==> src/gain_regs_pkg.sv <==
/*
 * shared constants and carrier types for the gain word and readback block.
 * assumes a single system clock; the serial link and gain pins are
 * asynchronous to it and are synchronised inside the block.
 */
package gain_regs_pkg;

    // ************************************************************
    // serial word layout
    // ************************************************************
    localparam int          WORD_W         = 32;
    localparam int          REG_SEL_LSB    = 0;
    localparam int          REG_SEL_W      = 3;
    localparam int          BANK_SEL_LSB   = 3;
    localparam int          BANK_SEL_W     = 2;
    localparam int          ID_LSB         = 5;
    localparam int          ID_W           = 2;
    localparam int          UNUSED_LSB     = 7;
    localparam int          UNUSED_W       = 9;
    localparam int          QDAC_LSB       = 16;
    localparam int          IDAC_LSB       = 24;
    localparam int          DAC_W          = 8;
    localparam int          RB_SEL_LSB     = 28;

    // ************************************************************
    // register addresses (register select plus bank select)
    // ************************************************************
    localparam logic [2:0]  REG_READBACK   = 3'h0;
    localparam logic [2:0]  REG_GAIN_SETUP = 3'h1;
    localparam logic [2:0]  REG_TRIM_SETUP = 3'h5;
    localparam logic [1:0]  BANK_MAIN      = 2'h1;

    // ************************************************************
    // gain setup register fields
    // ************************************************************
    localparam int          GAIN_LSB       = 12;
    localparam int          GAIN_W         = 5;
    localparam int          GAIN_MULT_BIT  = 28;
    localparam logic [4:0]  GAIN_MAX       = 5'h18;
    localparam logic [4:0]  GAIN_RST       = 5'h00;
    localparam logic        GAIN_MULT_RST  = 1'b0;

    // ************************************************************
    // trim setup register fields
    // ************************************************************
    localparam int          TRIM_LSB       = 5;
    localparam int          TRIM_W         = 12;
    localparam logic [11:0] TRIM_RST       = 12'h555;

    // ************************************************************
    // readback reset values
    // ************************************************************
    localparam logic [7:0]  DAC_RST        = 8'h80;
    localparam logic [2:0]  RB_SEL_RST     = 3'h0;
    localparam logic [1:0]  RB_BANK_RST    = 2'h1;
    // version identity, value arbitrary
    localparam logic [1:0]  VERSION_ID     = 2'h2;

    // ************************************************************
    // carrier types
    // ************************************************************
    typedef struct packed {
        logic       latch;
        logic       data;
        logic       clk;
    } ser_pins_t;

    typedef struct packed {
        logic [2:0] code;
        ser_pins_t  ser;
    } pin_bundle_t;

    typedef struct packed {
        logic [7:0] inphase;
        logic [7:0] quad;
    } dac_pair_t;

endpackage

==> src/pin_sync.sv <==
/*
 * two flip-flop synchroniser for a bundle of asynchronous pins.
 * assumes each bit is an independent level; multi-bit codes may be
 * seen torn for one cycle, which the reader must tolerate.
 */
`timescale 1ns/100ps
module pin_sync #(
    parameter int W = 6
) (
    input  wire logic         sys_clk,
    input  wire logic         rst,
    input  wire logic [W-1:0] async_in,
    output logic      [W-1:0] sync_out
);

    typedef struct packed {
        logic [W-1:0] meta;
        logic [W-1:0] stable;
    } sync_state_t;

    sync_state_t st_r;
    sync_state_t st_nxt;

    // ************************************************************
    // per-bit two-stage capture
    // ************************************************************
    // first stage feeds only the second stage
    always_comb begin
        st_nxt.meta   = async_in;
        st_nxt.stable = st_r.meta;
    end

    always_ff @(posedge sys_clk or posedge rst) begin
        if (rst) begin
            st_r <= '0;
        end else begin
            st_r <= st_nxt;
        end
    end

    assign sync_out = st_r.stable;

endmodule

==> src/gain_word_and_readback_regs.sv <==
/*
 * serial-port register bank for baseband gain control and calibration
 * readback: receives 32-bit words lsb first, holds the gain and trim
 * setup fields, merges the fast gain-reduction pins into the effective
 * gain word and shifts out the read-only calibration readback word.
 * assumes serial clock, data, latch and gain pins are asynchronous and
 * much slower than sys_clk; calibration logic on sys_clk supplies dac codes.
 */
`timescale 1ns/100ps
module gain_word_and_readback_regs (
    input  wire logic                     sys_clk,
    input  wire logic                     rst,
    input  wire logic                     ser_clk,
    input  wire logic                     ser_data,
    input  wire logic                     ser_latch,
    input  wire logic                     fast_reduce_pin_0,
    input  wire logic                     fast_reduce_pin_1,
    input  wire logic                     fast_reduce_pin_2,
    input  wire logic                     dac_load,
    input  wire gain_regs_pkg::dac_pair_t dac_codes,
    output logic                          readback_out,
    output logic                          readback_oe,
    output logic [4:0]                    baseband_level_word,
    output logic [31:0]                   block_trim_setup,
    output logic                          gain_mult_double,
    output gain_regs_pkg::dac_pair_t      offset_dac_codes
);

    // ************************************************************
    // state
    // ************************************************************
    typedef struct packed {
        gain_regs_pkg::ser_pins_t ser_prev;
        logic [31:0]              shift_in;
        logic [31:0]              shift_out;
        logic                     rb_armed;
        logic [2:0]               rb_sel;
        logic [1:0]               rb_bank;
        logic [4:0]               gain_set;
        logic                     gain_mult;
        logic [11:0]              trim;
        gain_regs_pkg::dac_pair_t dac;
        logic [4:0]               level;
    } regs_state_t;

    regs_state_t                st_r;
    regs_state_t                st_nxt;
    gain_regs_pkg::pin_bundle_t pins_async;
    gain_regs_pkg::pin_bundle_t pins_sync;

    // ************************************************************
    // pin synchronisation
    // ************************************************************
    // serial link and gain pins all cross from outside the sys_clk domain
    assign pins_async.code      = {fast_reduce_pin_2, fast_reduce_pin_1, fast_reduce_pin_0};
    assign pins_async.ser.clk   = ser_clk;
    assign pins_async.ser.data  = ser_data;
    assign pins_async.ser.latch = ser_latch;

    pin_sync #(
        .W        ($bits(gain_regs_pkg::pin_bundle_t))
    ) u_pin_sync (
        .sys_clk  (sys_clk),
        .rst      (rst),
        .async_in (pins_async),
        .sync_out (pins_sync)
    );

    // ************************************************************
    // readback word assembly
    // ************************************************************
    // the word is built only from held state; of the written fields only the readback select reaches it
    function automatic logic [31:0] readback_word(input regs_state_t s);
        logic [31:0] w;
        w = '0;
        w[gain_regs_pkg::REG_SEL_LSB +: gain_regs_pkg::REG_SEL_W]   = s.rb_sel;
        w[gain_regs_pkg::BANK_SEL_LSB +: gain_regs_pkg::BANK_SEL_W] = s.rb_bank;
        w[gain_regs_pkg::ID_LSB +: gain_regs_pkg::ID_W]   = gain_regs_pkg::VERSION_ID;
        w[gain_regs_pkg::QDAC_LSB +: gain_regs_pkg::DAC_W] = s.dac.quad;
        w[gain_regs_pkg::IDAC_LSB +: gain_regs_pkg::DAC_W] = s.dac.inphase;
        return w;
    endfunction

    // ************************************************************
    // effective gain computation
    // ************************************************************
    // clamp first so an out-of-range setting never exceeds full scale
    function automatic logic [4:0] effective_gain(input logic [4:0] set,
                                                  input logic       dbl,
                                                  input logic [2:0] code);
        logic [4:0] clamped;
        logic [4:0] reduce;
        clamped = (set > gain_regs_pkg::GAIN_MAX) ? gain_regs_pkg::GAIN_MAX : set;
        reduce  = dbl ? {1'b0, code, 1'b0} : {2'b00, code};
        if (clamped >= reduce) begin
            effective_gain = clamped - reduce;
        end else begin
            effective_gain = 5'h00;
        end
    endfunction

    // ************************************************************
    // next-state logic
    // ************************************************************
    logic        clk_rise;
    logic        clk_fall;
    logic        latch_rise;
    logic [31:0] word_in;
    logic [2:0]  w_reg;
    logic [1:0]  w_bank;

    always_comb begin
        st_nxt     = st_r;
        clk_rise   = pins_sync.ser.clk & ~st_r.ser_prev.clk;
        clk_fall   = ~pins_sync.ser.clk & st_r.ser_prev.clk;
        latch_rise = pins_sync.ser.latch & ~st_r.ser_prev.latch;
        word_in    = st_r.shift_in;
        w_reg      = word_in[gain_regs_pkg::REG_SEL_LSB +: gain_regs_pkg::REG_SEL_W];
        w_bank     = word_in[gain_regs_pkg::BANK_SEL_LSB +: gain_regs_pkg::BANK_SEL_W];

        st_nxt.ser_prev = pins_sync.ser;

        // lsb arrives first, so new bits enter at the top
        if (clk_rise) begin
            st_nxt.shift_in = {pins_sync.ser.data, st_r.shift_in[31:1]};
        end

        // present the next readback bit after each falling edge
        if (clk_fall && st_r.rb_armed) begin
            st_nxt.shift_out = {1'b0, st_r.shift_out[31:1]};
        end

        // calibration logic owns the dac codes; the serial port cannot write them
        if (dac_load) begin
            st_nxt.dac = dac_codes;
        end

        // word decode on latch; any transfer but a readback command ends an armed readback
        if (latch_rise) begin
            st_nxt.rb_armed = 1'b0;
            if (w_bank == gain_regs_pkg::BANK_MAIN) begin
                case (w_reg)
                    gain_regs_pkg::REG_GAIN_SETUP: begin
                        st_nxt.gain_set  = word_in[gain_regs_pkg::GAIN_LSB +:
                                                   gain_regs_pkg::GAIN_W];
                        st_nxt.gain_mult = word_in[gain_regs_pkg::GAIN_MULT_BIT];
                    end
                    gain_regs_pkg::REG_TRIM_SETUP: begin
                        st_nxt.trim = word_in[gain_regs_pkg::TRIM_LSB +:
                                              gain_regs_pkg::TRIM_W];
                    end
                    gain_regs_pkg::REG_READBACK: begin
                        // command word names the register; data fields stay untouched
                        st_nxt.rb_sel   = word_in[gain_regs_pkg::RB_SEL_LSB +:
                                                  gain_regs_pkg::REG_SEL_W];
                        st_nxt.rb_bank  = gain_regs_pkg::BANK_MAIN;
                        st_nxt.rb_armed = 1'b1;
                    end
                    default: begin
                        st_nxt.rb_armed = 1'b0;
                    end
                endcase
            end
        end

        // snapshot the readback word when the command is accepted
        if (st_nxt.rb_armed && !st_r.rb_armed) begin
            st_nxt.shift_out = readback_word(st_nxt);
        end

        // pins act every cycle without any serial traffic
        st_nxt.level = effective_gain(st_r.gain_set, st_r.gain_mult, pins_sync.code);
    end

    // ************************************************************
    // state register
    // ************************************************************
    always_ff @(posedge sys_clk or posedge rst) begin
        if (rst) begin
            st_r.ser_prev    <= '0;
            st_r.shift_in    <= '0;
            st_r.shift_out   <= '0;
            st_r.rb_armed    <= 1'b0;
            st_r.rb_sel      <= gain_regs_pkg::RB_SEL_RST;
            st_r.rb_bank     <= gain_regs_pkg::RB_BANK_RST;
            st_r.gain_set    <= gain_regs_pkg::GAIN_RST;
            st_r.gain_mult   <= gain_regs_pkg::GAIN_MULT_RST;
            st_r.trim        <= gain_regs_pkg::TRIM_RST;
            st_r.dac.quad    <= gain_regs_pkg::DAC_RST;
            st_r.dac.inphase <= gain_regs_pkg::DAC_RST;
            st_r.level       <= gain_regs_pkg::GAIN_RST;
        end else begin
            st_r <= st_nxt;
        end
    end

    // ************************************************************
    // outputs, all taken straight from state flops or constants
    // ************************************************************
    assign readback_out        = st_r.shift_out[0];
    assign readback_oe         = st_r.rb_armed;
    assign baseband_level_word = st_r.level;
    assign gain_mult_double    = st_r.gain_mult;
    assign offset_dac_codes    = st_r.dac;
    // upper trim bits are held at zero by construction; low bits echo the address
    assign block_trim_setup    = {15'h0000, st_r.trim,
                                  gain_regs_pkg::BANK_MAIN, gain_regs_pkg::REG_TRIM_SETUP};

endmodule

==> config.mk <==
export PLATFORM = sky130hd
export DESIGN_NAME = gain_word_and_readback_regs
export DESIGN_NICKNAME = d
export VERILOG_FILES = /design/src/gain_regs_pkg.sv /design/src/pin_sync.sv /design/src/gain_word_and_readback_regs.sv
export SDC_FILE = /design/constraint.sdc
export NUM_CORES = 1
export LEC_CHECK = 0
export BUFFER_PORTS_ARGS = -buffer_cell sky130_fd_sc_hd__buf_2
export CELL_PAD_IN_SITES_DETAIL_PLACEMENT = 0
export CELL_PAD_IN_SITES_GLOBAL_PLACEMENT = 1
export CORE_MARGIN = 2
export CORE_UTILIZATION = 45
export DETAILED_ROUTE_END_ITERATION = 16
export HOLD_SLACK_MARGIN = 0.15
export PLACE_DENSITY = 0.81
export SETUP_SLACK_MARGIN = 0.2
export SKIP_CTS_REPAIR_TIMING = 1
export SYNTH_ARGS = -nofsm -noshare
export SYNTH_HDL_FRONTEND = slang
export SYNTH_HIERARCHICAL = 1
export SYNTH_SLANG_ARGS = --single-unit
export TNS_END_PERCENT = 50
==> constraint.sdc <==
create_clock -name sys_clk -period 4.2 [get_ports sys_clk]
set_input_delay 0.42 -clock sys_clk [delete_from_list [all_inputs] [get_ports sys_clk]]
set_output_delay 0.42 -clock sys_clk [all_outputs]
set_load 0.01 [all_outputs]
==> results of run 1 <==
## worst paths after layout
| kind | to | slack [ps] | cells past startpoint |
|---|---|---|---|
| hold reg to reg | u_pin_sync/sync_out[4] | 350 | 0 |
| setup reg to reg | st_r[73] | 2200 | 4 |
| min in group asynchronous | u_pin_sync/sync_out[5] | 610 | 3 |
| setup / recovery | st_r[73] | 2200 | 4 |
| max in group asynchronous | block_trim_setup[5] | 2450 | 4 |
| hold / removal | offset_dac_codes[12] | 270 | 2 |
## cell usage in the layout, fill, tap and decap left out, types with 2 or more instances in the layout
cell type      synthesis  final
buf_4                 55      4
dlygate4sd3_1          0      7
nor2_1                 9      9
mux2_1                 3      3
clkbuf_16              0     17
ha_1                   4      4
inv_1                  4      3
mux2i_1                2      2
bufinv_16              0      5
conb_1                 2     20
inv_6                  0      4
mux2_2                63     63
dfstp_2                8      8
a22o_1                18     18
o21bai_1               2      2
a21o_2                 8      8
nor2b_1                6      5
clkinvlp_4             0      3
and2_1                 2      2
nand2_1               33     33
o21ai_0               13     13
a21o_1                10     10
a21oi_1                3      3
dfrtp_1              110    110
buf_2                  7     60
## cells by family after synthesis
family	after synthesis
xor+xnor	1
flops	118
other cells	2
simple gates	62
fa+ha+maj	5
buf+inv	74
mux	68
compound gates	58
## power by group through the flow
stage,sequential (uW),clock (uW),combinational [uW]
after floorplan,1280,0,176
after global placement,1300,0,181
after detailed placement,1300,0,186
after CTS,1290,1630,188
after global routing,1300,1690,211
final,1290,1600,188
## registers in the layout, summed over array words and instances (netlist names)
signal               flops
readback_out             1
baseband_level_word      5
st_r                    38
word_in                 32
u_pin_sync/st_nxt        6
gain_mult_double         1
offset_dac_codes        16
u_pin_sync/sync_out      6
readback_oe              1
block_trim_setup        12
## routing by layer
metal / vias to the layer above / part of all wire, %
li1: 1344 / -
met1: 1432 / 45
met2: 83 / 48
met3: 6 / 5.6
met4: 0 / 0.93
met5: - / 0
## critical path: stages (launching register included)
cell,delay [ps]
dfrtp_1,460
and3b_1,760
buf_4,310
nor2_4,110
a21o_2,240
## final cells by class
cell class | count | area share, %
Tap cell | 140 | 2.97
Sequential cell | 118 | 50.2
Clock inverter | 14 | 3.75
Clock buffer | 18 | 7.45
Inverter | 4 | 0.297
Multi-Input combinational cell | 214 | 28.5
Timing Repair Buffer | 71 | 6.79
## stage by stage
step / util (%) / power, uW / hold slack, ps / setup slack (ps)
after CTS: 53.3 / 3110 / 76.2 / 2180
after detailed placement: 47.3 / 1490 / 335 / 2200
final: 53.9 / 3080 / 273 / 2200
after global routing: 53.9 / 3200 / 260 / 2040
after floorplan: - / 1460 / 285 / 1000
after global placement: 47.3 / 1480 / 334 / 2280
==> results.tsv, run 1 <==
metric	value	unit
outcome	finished clean	
port bufs	60	
met2 GRT Util	23.0	%
Top Usage Layer GRT	met2	
Warnings, synthesis	6	
placed insts	540	
Psw	669	uW
row cnt	38	
# Max-Cap Violations	0	
clk_skew	7.99	ps
first-pass GRT wire length	13.5	mm
Setup crit start	readback_oe	
post-synth cell types	40	
WL final	8.27	mm
Hold Path Origin	dac_codes[12]	
vias per cell	4.95	
largest net degree at the start of global routing	73	
Worst EP required	4490	ps
total number of vias	2865	
multiplexer share of the synthesized area	15.0	%
Fmax	500	MHz
gp weighted congestion	0.765	
RSZ-0062 raised after global routing	no	
maximum fanout along the worst path	24	
grt ovf	0	
Skew-Pair Late Insertion Delay	400	ps
GRT Util Overall	14.7	%
crit start category	flip-flop	
share of layout cells above drive strength 1	41.0	%
Post-synth ARST share	100	%
largest family of logic cells by synthesized area	multiplexers	
Most used DFF post-synth	dfrtp_1	
CTS tree	done	
vias in the first global route	2824	
Clock Sinks	118	
critical setup path kind	reg -> reg	
die span in x	110	um
die height	110	um
Slew Limit Fails	0	
Worst-path clk slew	60	ps
Post-Synth Simple-Gate Area	6.61	%
Hold WC Path Type	in -> reg	
Yosys top cell area share	54.1	%
area delta synth->final	15.9	%
sequential element share of the synthesized area	58.2	%
drt drc	0	
Pwr per Cell Area	521	mW/mm^2
CORE AREA	0.0109	mm^2
fin crit share	47.7	%
Initial Utilization	46.5	%
drt first pass iters	4	
Non-Filler Instances	579	
post-synth top area cell	dfrtp_1	
syn_area_per_cell	13.1	um^2
clock tree buffer depth	2	
initial antenna violation count	0	
WL per Instance	14.3	um
Synth Area in Adders	1.38	%
Synth Cell Area	0.00509	mm^2
maximum vdd drop	0.323	mV
DP Area	0.00517	mm^2
number of I/O pins	81	
P_leak	0.00300	uW
initial DRC count	140	
switch share	21.8	%
final setup vio count	0	
compound-gate portion of the synthesized area	8.36	%
kind of end point of the critical path	flip-flop	
Setup TNS Final	0	ps
most frequent cell after synthesis	dfrtp_1	
Final Cell Area	0.00590	mm^2
met3 Usage GRT	5.23	%
area of the die	0.0122	mm^2
post-layout minimum cycle time	2000	ps
Clock power frac	52.0	%
commonest cells in the netlist	dfrtp_1, mux2_2, buf_4, nand2_1, a22o_1	
Antenna Nets Post-Route	0	
worst reg2reg startpoint	readback_oe	
multi-input logic area	0.00168	mm^2
register bit total from synthesis	118	
CTS Buf Count	17	
cell count after synthesis	388	
count of final hold-check violations	0	
Area contributors post-synth	dfrtp_1, mux2_2, buf_4	
Worst-Margin Slew	850	ps
H-Tree Depth	4	
met1 GRT Util	18.8	%
fill cell count	932	
diode count	0	
Seq pwr share	41.8	%
Combinational Power Share	6.1	%
P_int	2410	uW
Worst slew margin	43.3	%
Root Driver	clkbuf_16	
Net count, final	456	
DPL Wire Length	5.25	mm
XOR/XNOR share of the synthesized area	0.172	%
EDFF count, synth	0	
FF+latch area	0.00296	mm^2
WP data arrival	2290	ps
Note: power is estimated with default switching activity, not from simulation.
==> inputs of run 2 (changes only) <==
--- a/config.mk
+++ b/config.mk
@@ -5,14 +5,15 @@
 export SDC_FILE = /design/constraint.sdc
 export NUM_CORES = 1
 export LEC_CHECK = 0
+export ABC_AREA = 1
 export BUFFER_PORTS_ARGS = -buffer_cell sky130_fd_sc_hd__buf_2
 export CELL_PAD_IN_SITES_DETAIL_PLACEMENT = 0
 export CELL_PAD_IN_SITES_GLOBAL_PLACEMENT = 1
 export CORE_MARGIN = 2
-export CORE_UTILIZATION = 45
+export CORE_UTILIZATION = 44
 export DETAILED_ROUTE_END_ITERATION = 16
 export HOLD_SLACK_MARGIN = 0.15
-export PLACE_DENSITY = 0.81
+export PLACE_DENSITY = 0.82
 export SETUP_SLACK_MARGIN = 0.2
 export SKIP_CTS_REPAIR_TIMING = 1
 export SYNTH_ARGS = -nofsm -noshare
==> constraint.sdc (replaced) <==
create_clock -name sys_clk -period 2 [get_ports sys_clk]
set_input_delay 0.2 -clock sys_clk [delete_from_list [all_inputs] [get_ports sys_clk]]
set_output_delay 0.2 -clock sys_clk [all_outputs]
set_load 0.01 [all_outputs]
==> results.tsv, run 2 <==
metric	value	unit	change
drt first pass iters	5		+1
Hold WC Path Type	in -> reg		
Skew-Pair Late Insertion Delay	410	ps	about the same
Slowest cell on crit path	dfrtp_1		
Non-Filler Instances	748		+29%
fin crit share	88.3	%	+41 points
Worst EP required	2290	ps	-2200 ps
Warnings, synthesis	6		unchanged
number of I/O pins	81		unchanged
first-pass GRT wire length	15.4	mm	+14%
outcome	finished clean		
WL final	9.26	mm	+12%
Initial Utilization	44.8	%	-1.8 points
share of layout cells above drive strength 1	28.8	%	-12 points
Fmax	566	MHz	+13%
Worst slew margin	63.4	%	+20 points
area delta synth->final	16.9	%	
final core utilization	52.3	%	-1.6 points
Worst-Margin Slew	549	ps	-301 ps
DPL Wire Length	5.69	mm	+8.4%
GRT Util Overall	14.8	%	+0.17 points
Root Driver	clkbuf_16		
initial antenna violation count	0		unchanged
initial DRC count	197		+41%
WL per Instance	12.4	um	-13%
row cnt	40		+5.3%
most frequent cell after synthesis	dfrtp_1		
H-Tree Depth	4		unchanged
commonest non-fill, non-tap cell in the layout	dfrtp_1		
RSZ-0062 raised after global routing	yes		
die height	114	um	+3.6%
kind of end point of the critical path	flip-flop		
Worst-path clk slew	50	ps	about the same
clk_skew	9.25	ps	+1.27 ps
largest net degree at the start of global routing	107		+47%
Slew Limit Fails	0		unchanged
crit-path max cell delay	400	ps	-360 ps
area of the die	0.0131	mm^2	+7.3%
die span in x	114	um	+3.6%
Hold Path Origin	dac_load		
EDFF count, synth	0		unchanged
met1 GRT Util	20.1	%	+1.4 points
clock tree buffer depth	2		unchanged
grt ovf	0		unchanged
maximum vdd drop	0.623	mV	+93%
Tot Pwr	6610	uW	+110%
# Max-Cap Violations	0		unchanged
placed insts	688		+27%
CORE AREA	0.0120	mm^2	+9.4%
Most used DFF post-synth	dfrtp_1		
total number of vias	3535		+23%
Synth Cell Area	0.00536	mm^2	+5.2%
diode count	0		unchanged
drt drc	0		unchanged
register bit total from synthesis	118		unchanged
commonest cells in the netlist	dfrtp_1, nand2_1, nand3_1, buf_4, inv_1		
CTS tree	done		
cell count after synthesis	535		+38%
count of final hold-check violations	0		unchanged
WP data arrival	2050	ps	-240 ps
Area contributors post-synth	dfrtp_1, buf_4, nand2_1		
final setup vio count	0		unchanged
crit start category	flip-flop		
Post-synth ARST share	100	%	unchanged
Setup TNS Final	0	ps	unchanged
Pwr per Cell Area	1060	mW/mm^2	+100%
worst path cell trace	nand2_2 > a21oi_2 > nor2_1 > ha_1 > a21oi_1 > o21ai_1 > a21oi_2 > nor2_1		
fill cell count	1039		+11%
Top Usage Layer GRT	met2		
worst reg2reg startpoint	st_r[38]		
sequential element share of the synthesized area	55.3	%	-2.9 points
syn_area_per_cell	10.0	um^2	-24%
Setup crit start	st_r[38]		
post-synth cell types	34		-15%
vias in the first global route	3266		+16%
max FFs per register	38		unchanged
maximum fanout along the worst path	5		-79%
post-layout minimum cycle time	1770	ps	-236 ps
P_leak	0.00309	uW	+3.2%
port bufs	60		unchanged
Net count, final	618		+36%
critical setup path kind	reg -> reg		
post-synth top area cell	dfrtp_1		
Antenna Nets Post-Route	0		unchanged
vias per cell	4.73		-4.5%
largest reg by FF count	st_r		
CTS Buf Count	17		unchanged
Clock Sinks	118		unchanged
Yosys top cell area share	51.4	%	-2.7 points
met3 Usage GRT	4.66	%	-0.57 points
gp weighted congestion	0.817		+6.8%
commonest cells after routing, fill and taps aside	dfrtp_1, nand2_1, nand3_1, buf_2, inv_1		
met2 GRT Util	22.5	%	-0.50 points
run 2: cell types whose count changed in the layout (fill, tap and decap cells not counted), moves of 26 or more:
cell	previous run	this run
o21ai_0	13	39
mux2_2	63	11
nand3_1	1	61
inv_1	3	46
nand2_1	33	102
run 2: area by class of cell:
type / instances / area (um^2) / area share, %
Tap cell: 147 / 184 / 2.94
Clock inverter: 13 / 148 / 2.36
Multi-Input combinational cell: 305 / 1690 / 26.9
Inverter: 52 / 199 / 3.18
Clock buffer: 19 / 453 / 7.24
Timing Repair Buffer: 94 / 626 / 10.0
Sequential cell: 118 / 2960 / 47.3
run 2: logic make-up (layout without fill, tap and decap cells):
kind of cell               count (synthesis)  count (layout)  synth area share (%)
and+or+nand+nor                          202             202                  18.5
DFF                                      118             118                  55.3
adders and majority gates                  5               5                  1.31
other                                      2              20                 0.140
AOI/OAI and AO/OA                         65              65                  7.34
xor gates and xnor gates                   1               1                 0.164
buffers and inverters                    130             178                  14.7
muxes                                     12              12                  2.50
run 2: path summary, 6_finish.rpt:
path                       slack (ps)                     end  cells after the start
max                               230  baseband_level_word[2]                      8
min                               270     offset_dac_codes[7]                      3
max reg2reg                       230  baseband_level_word[2]                      8
min reg2reg                       350  u_pin_sync/sync_out[0]                      0
max in group asynchronous        1080             word_in[18]                      4
min in group asynchronous         400    u_pin_sync/st_nxt[1]                      3
run 2: layer usage:
layer	wire length (um)	share of wire, %	up-vias
met1	4480	48	1677
li1	-	-	1757
met4	89	0.96	0
met3	441	4.8	8
met2	4240	46	93
met5	0	0	-
run 2: per-stage QoR:
step                area [um^2]  worst slack, ps  hold WS (ps)
detailed placement         5380              175           293
finish                     6260              234           272
global placement           5380              254           281
CTS                        5980              161          -144
floorplan                  5430              330          64.7
global route               6260             53.8           344
run 2: where the power goes:
part / total [uW] / switching (uW) / leakage [uW] / internal (uW)
clock: 3010 / 1100 / 0.000282 / 1910
combinational: 713 / 413 / 0.00136 / 300
sequential: 2890 / 176 / 0.00145 / 2710
total: 6610 / 1690 / 0.00309 / 4920
run 2: worst max-delay path, delay by kind of cell (launching register included):
family                     cells  cell delay [ps]
DFF                            1              400
and+or+nand+nor                3              230
adders and majority gates      1              340
AOI/OAI and AO/OA              4              680
==> inputs of run 3 (changes only) <==
--- a/config.mk
+++ b/config.mk
@@ -5,15 +5,14 @@
 export SDC_FILE = /design/constraint.sdc
 export NUM_CORES = 1
 export LEC_CHECK = 0
-export ABC_AREA = 1
 export BUFFER_PORTS_ARGS = -buffer_cell sky130_fd_sc_hd__buf_2
 export CELL_PAD_IN_SITES_DETAIL_PLACEMENT = 0
 export CELL_PAD_IN_SITES_GLOBAL_PLACEMENT = 1
 export CORE_MARGIN = 2
-export CORE_UTILIZATION = 44
+export CORE_UTILIZATION = 45
 export DETAILED_ROUTE_END_ITERATION = 16
 export HOLD_SLACK_MARGIN = 0.15
-export PLACE_DENSITY = 0.82
+export PLACE_DENSITY = 0.81
 export SETUP_SLACK_MARGIN = 0.2
 export SKIP_CTS_REPAIR_TIMING = 1
 export SYNTH_ARGS = -nofsm -noshare
==> results.tsv, run 3 (synthesis results as in run 1) <==
metric	value	unit	change
Combinational Power Share	7.2	%	-3.6 points
DPL Wire Length	5.37	mm	-5.7%
Worst-Margin Slew	550	ps	+0.765 ps
share of layout cells above drive strength 1	42.5	%	+14 points
number of I/O pins	81		unchanged
Psw	1460	uW	-14%
area delta synth->final	19.8	%	
GRT Util Overall	15.1	%	+0.29 points
die height	110	um	-3.5%
largest reg by FF count	st_r		
cell count of the worst hold path	2		-1
Clock Sinks	118		unchanged
clk_skew	8.03	ps	-1.23 ps
met1 GRT Util	19.6	%	-0.52 points
largest net degree at the start of global routing	107		unchanged
Seq pwr share	44.8	%	+1.1 points
Worst EP required	2310	ps	+20 ps
P_leak	0.00307	uW	-0.70%
Worst slew margin	63.3	%	-0.16 points
row cnt	38		-5.0%
met3 Usage GRT	6.06	%	+1.4 points
post-layout minimum cycle time	1700	ps	-63.5 ps
total number of vias	2928		-17%
Root Driver	clkbuf_16		
WL final	8.55	mm	-7.6%
kind of end point of the critical path	flip-flop		
drt drc	0		unchanged
Antenna Nets Post-Route	0		unchanged
area of the die	0.0122	mm^2	-6.8%
CORE AREA	0.0109	mm^2	-8.6%
switch share	24.2	%	-1.3 points
vias in the first global route	2879		-12%
Skew-Pair Late Insertion Delay	410	ps	about the same
fill cell count	889		-14%
CTS Buf Count	17		unchanged
critical setup path kind	reg -> reg		
Hold WC Path Type	in -> reg		
initial antenna violation count	0		unchanged
P_int	4560	uW	-7.2%
H-Tree Depth	4		unchanged
count of final hold-check violations	0		unchanged
outcome	finished clean		
die span in x	110	um	-3.5%
max FFs per register	38		unchanged
Fmax	587	MHz	+3.7%
fin crit share	85.1	%	-3.2 points
Pwr per Cell Area	988	mW/mm^2	-6.4%
crit start category	flip-flop		
gp weighted congestion	0.837		+2.3%
CTS tree	done		
maximum vdd drop	0.680	mV	+9.2%
Worst-path clk slew	60	ps	about the same
commonest cells after routing, fill and taps aside	dfrtp_1, mux2_2, buf_2, nand2_1, dlygate4sd3_1		
WP data arrival	2010	ps	-40 ps
Slew Limit Fails	0		unchanged
maximum fanout along the worst path	6		+1
port bufs	60		unchanged
WL per Instance	14.2	um	+15%
clock tree buffer depth	2		unchanged
RSZ-0062 raised after global routing	no		
Top Usage Layer GRT	met2		
final hold slack	326	ps	+53.8 ps
commonest non-fill, non-tap cell in the layout	dfrtp_1		
diode count	0		unchanged
Net count, final	478		-23%
first-pass GRT wire length	13.8	mm	-10%
initial DRC count	106		-46%
Clock power frac	48.0	%	+2.5 points
drt first pass iters	4		-1
R2R cell count	7		-1
# Max-Cap Violations	0		unchanged
met2 GRT Util	23.3	%	+0.85 points
Setup TNS Final	0	ps	unchanged
grt ovf	0		unchanged
vias per cell	4.87		+3.1%
Initial Utilization	46.5	%	+1.8 points
final setup vio count	0		unchanged
-- run 3: per-layer routing --
layer,up-vias,share of wire [%]
li1,1397,-
met1,1436,45
met2,91,49
met3,4,5.8
met4,0,0.32
met5,-,0
-- run 3: path summary, 6_finish.rpt --
check                                startpoint                      to  slack, ps
max                            gain_mult_double  baseband_level_word[4]        300
min                                    dac_load     offset_dac_codes[1]        330
max reg2reg                    gain_mult_double  baseband_level_word[4]        300
min reg2reg                u_pin_sync/st_nxt[4]  u_pin_sync/sync_out[4]        350
max in group asynchronous                   rst     block_trim_setup[5]       1080
min in group asynchronous                   rst    u_pin_sync/st_nxt[5]        390
-- run 3: final cells by class --
| class | instances | area [um^2] | share of cell area, % |
|---|---|---|---|
| Tap cell | 140 | 175 | 2.87 |
| Multi-Input combinational cell | 214 | 1730 | 28.4 |
| Inverter | 4 | 18.8 | 0.308 |
| Clock buffer | 17 | 425 | 6.98 |
| Sequential cell | 118 | 2960 | 48.6 |
| Clock inverter | 15 | 146 | 2.40 |
| Timing Repair Buffer | 93 | 634 | 10.4 |
-- run 3: worst max-delay path, cell delays in order, from the launching register on --
cell and delay, ps:
dfrtp_2 430, mux2i_2 260, inv_1 90, fa_2 370, nor2b_2 190, o21a_1 140
o21ai_1 80, o41ai_2 60
-- run 3: power groups by stage --
stage               Sequential, uW  Clock (uW)  Combinational (uW)
global placement              2730           0                 384
floorplan                     2690           0                 369
global route                  2730        3070                 489
detailed placement            2740           0                 398
finish                        2700        2890                 435
CTS                           2700        2970                 401
-- run 3: metrics by stage --
step                instance area [um^2]  cells  power, uW  utilization [%]  setup WS, ps
floorplan                           5160    406       3060                -           301
global placement                    5220    544       3110             47.8           205
detailed placement                  5220    544       3140             47.8           144
CTS                                 5800    576       6070             53.0           123
global route                        6100    601       6280             55.7           187
finish                              6100    601       6020             55.7           298
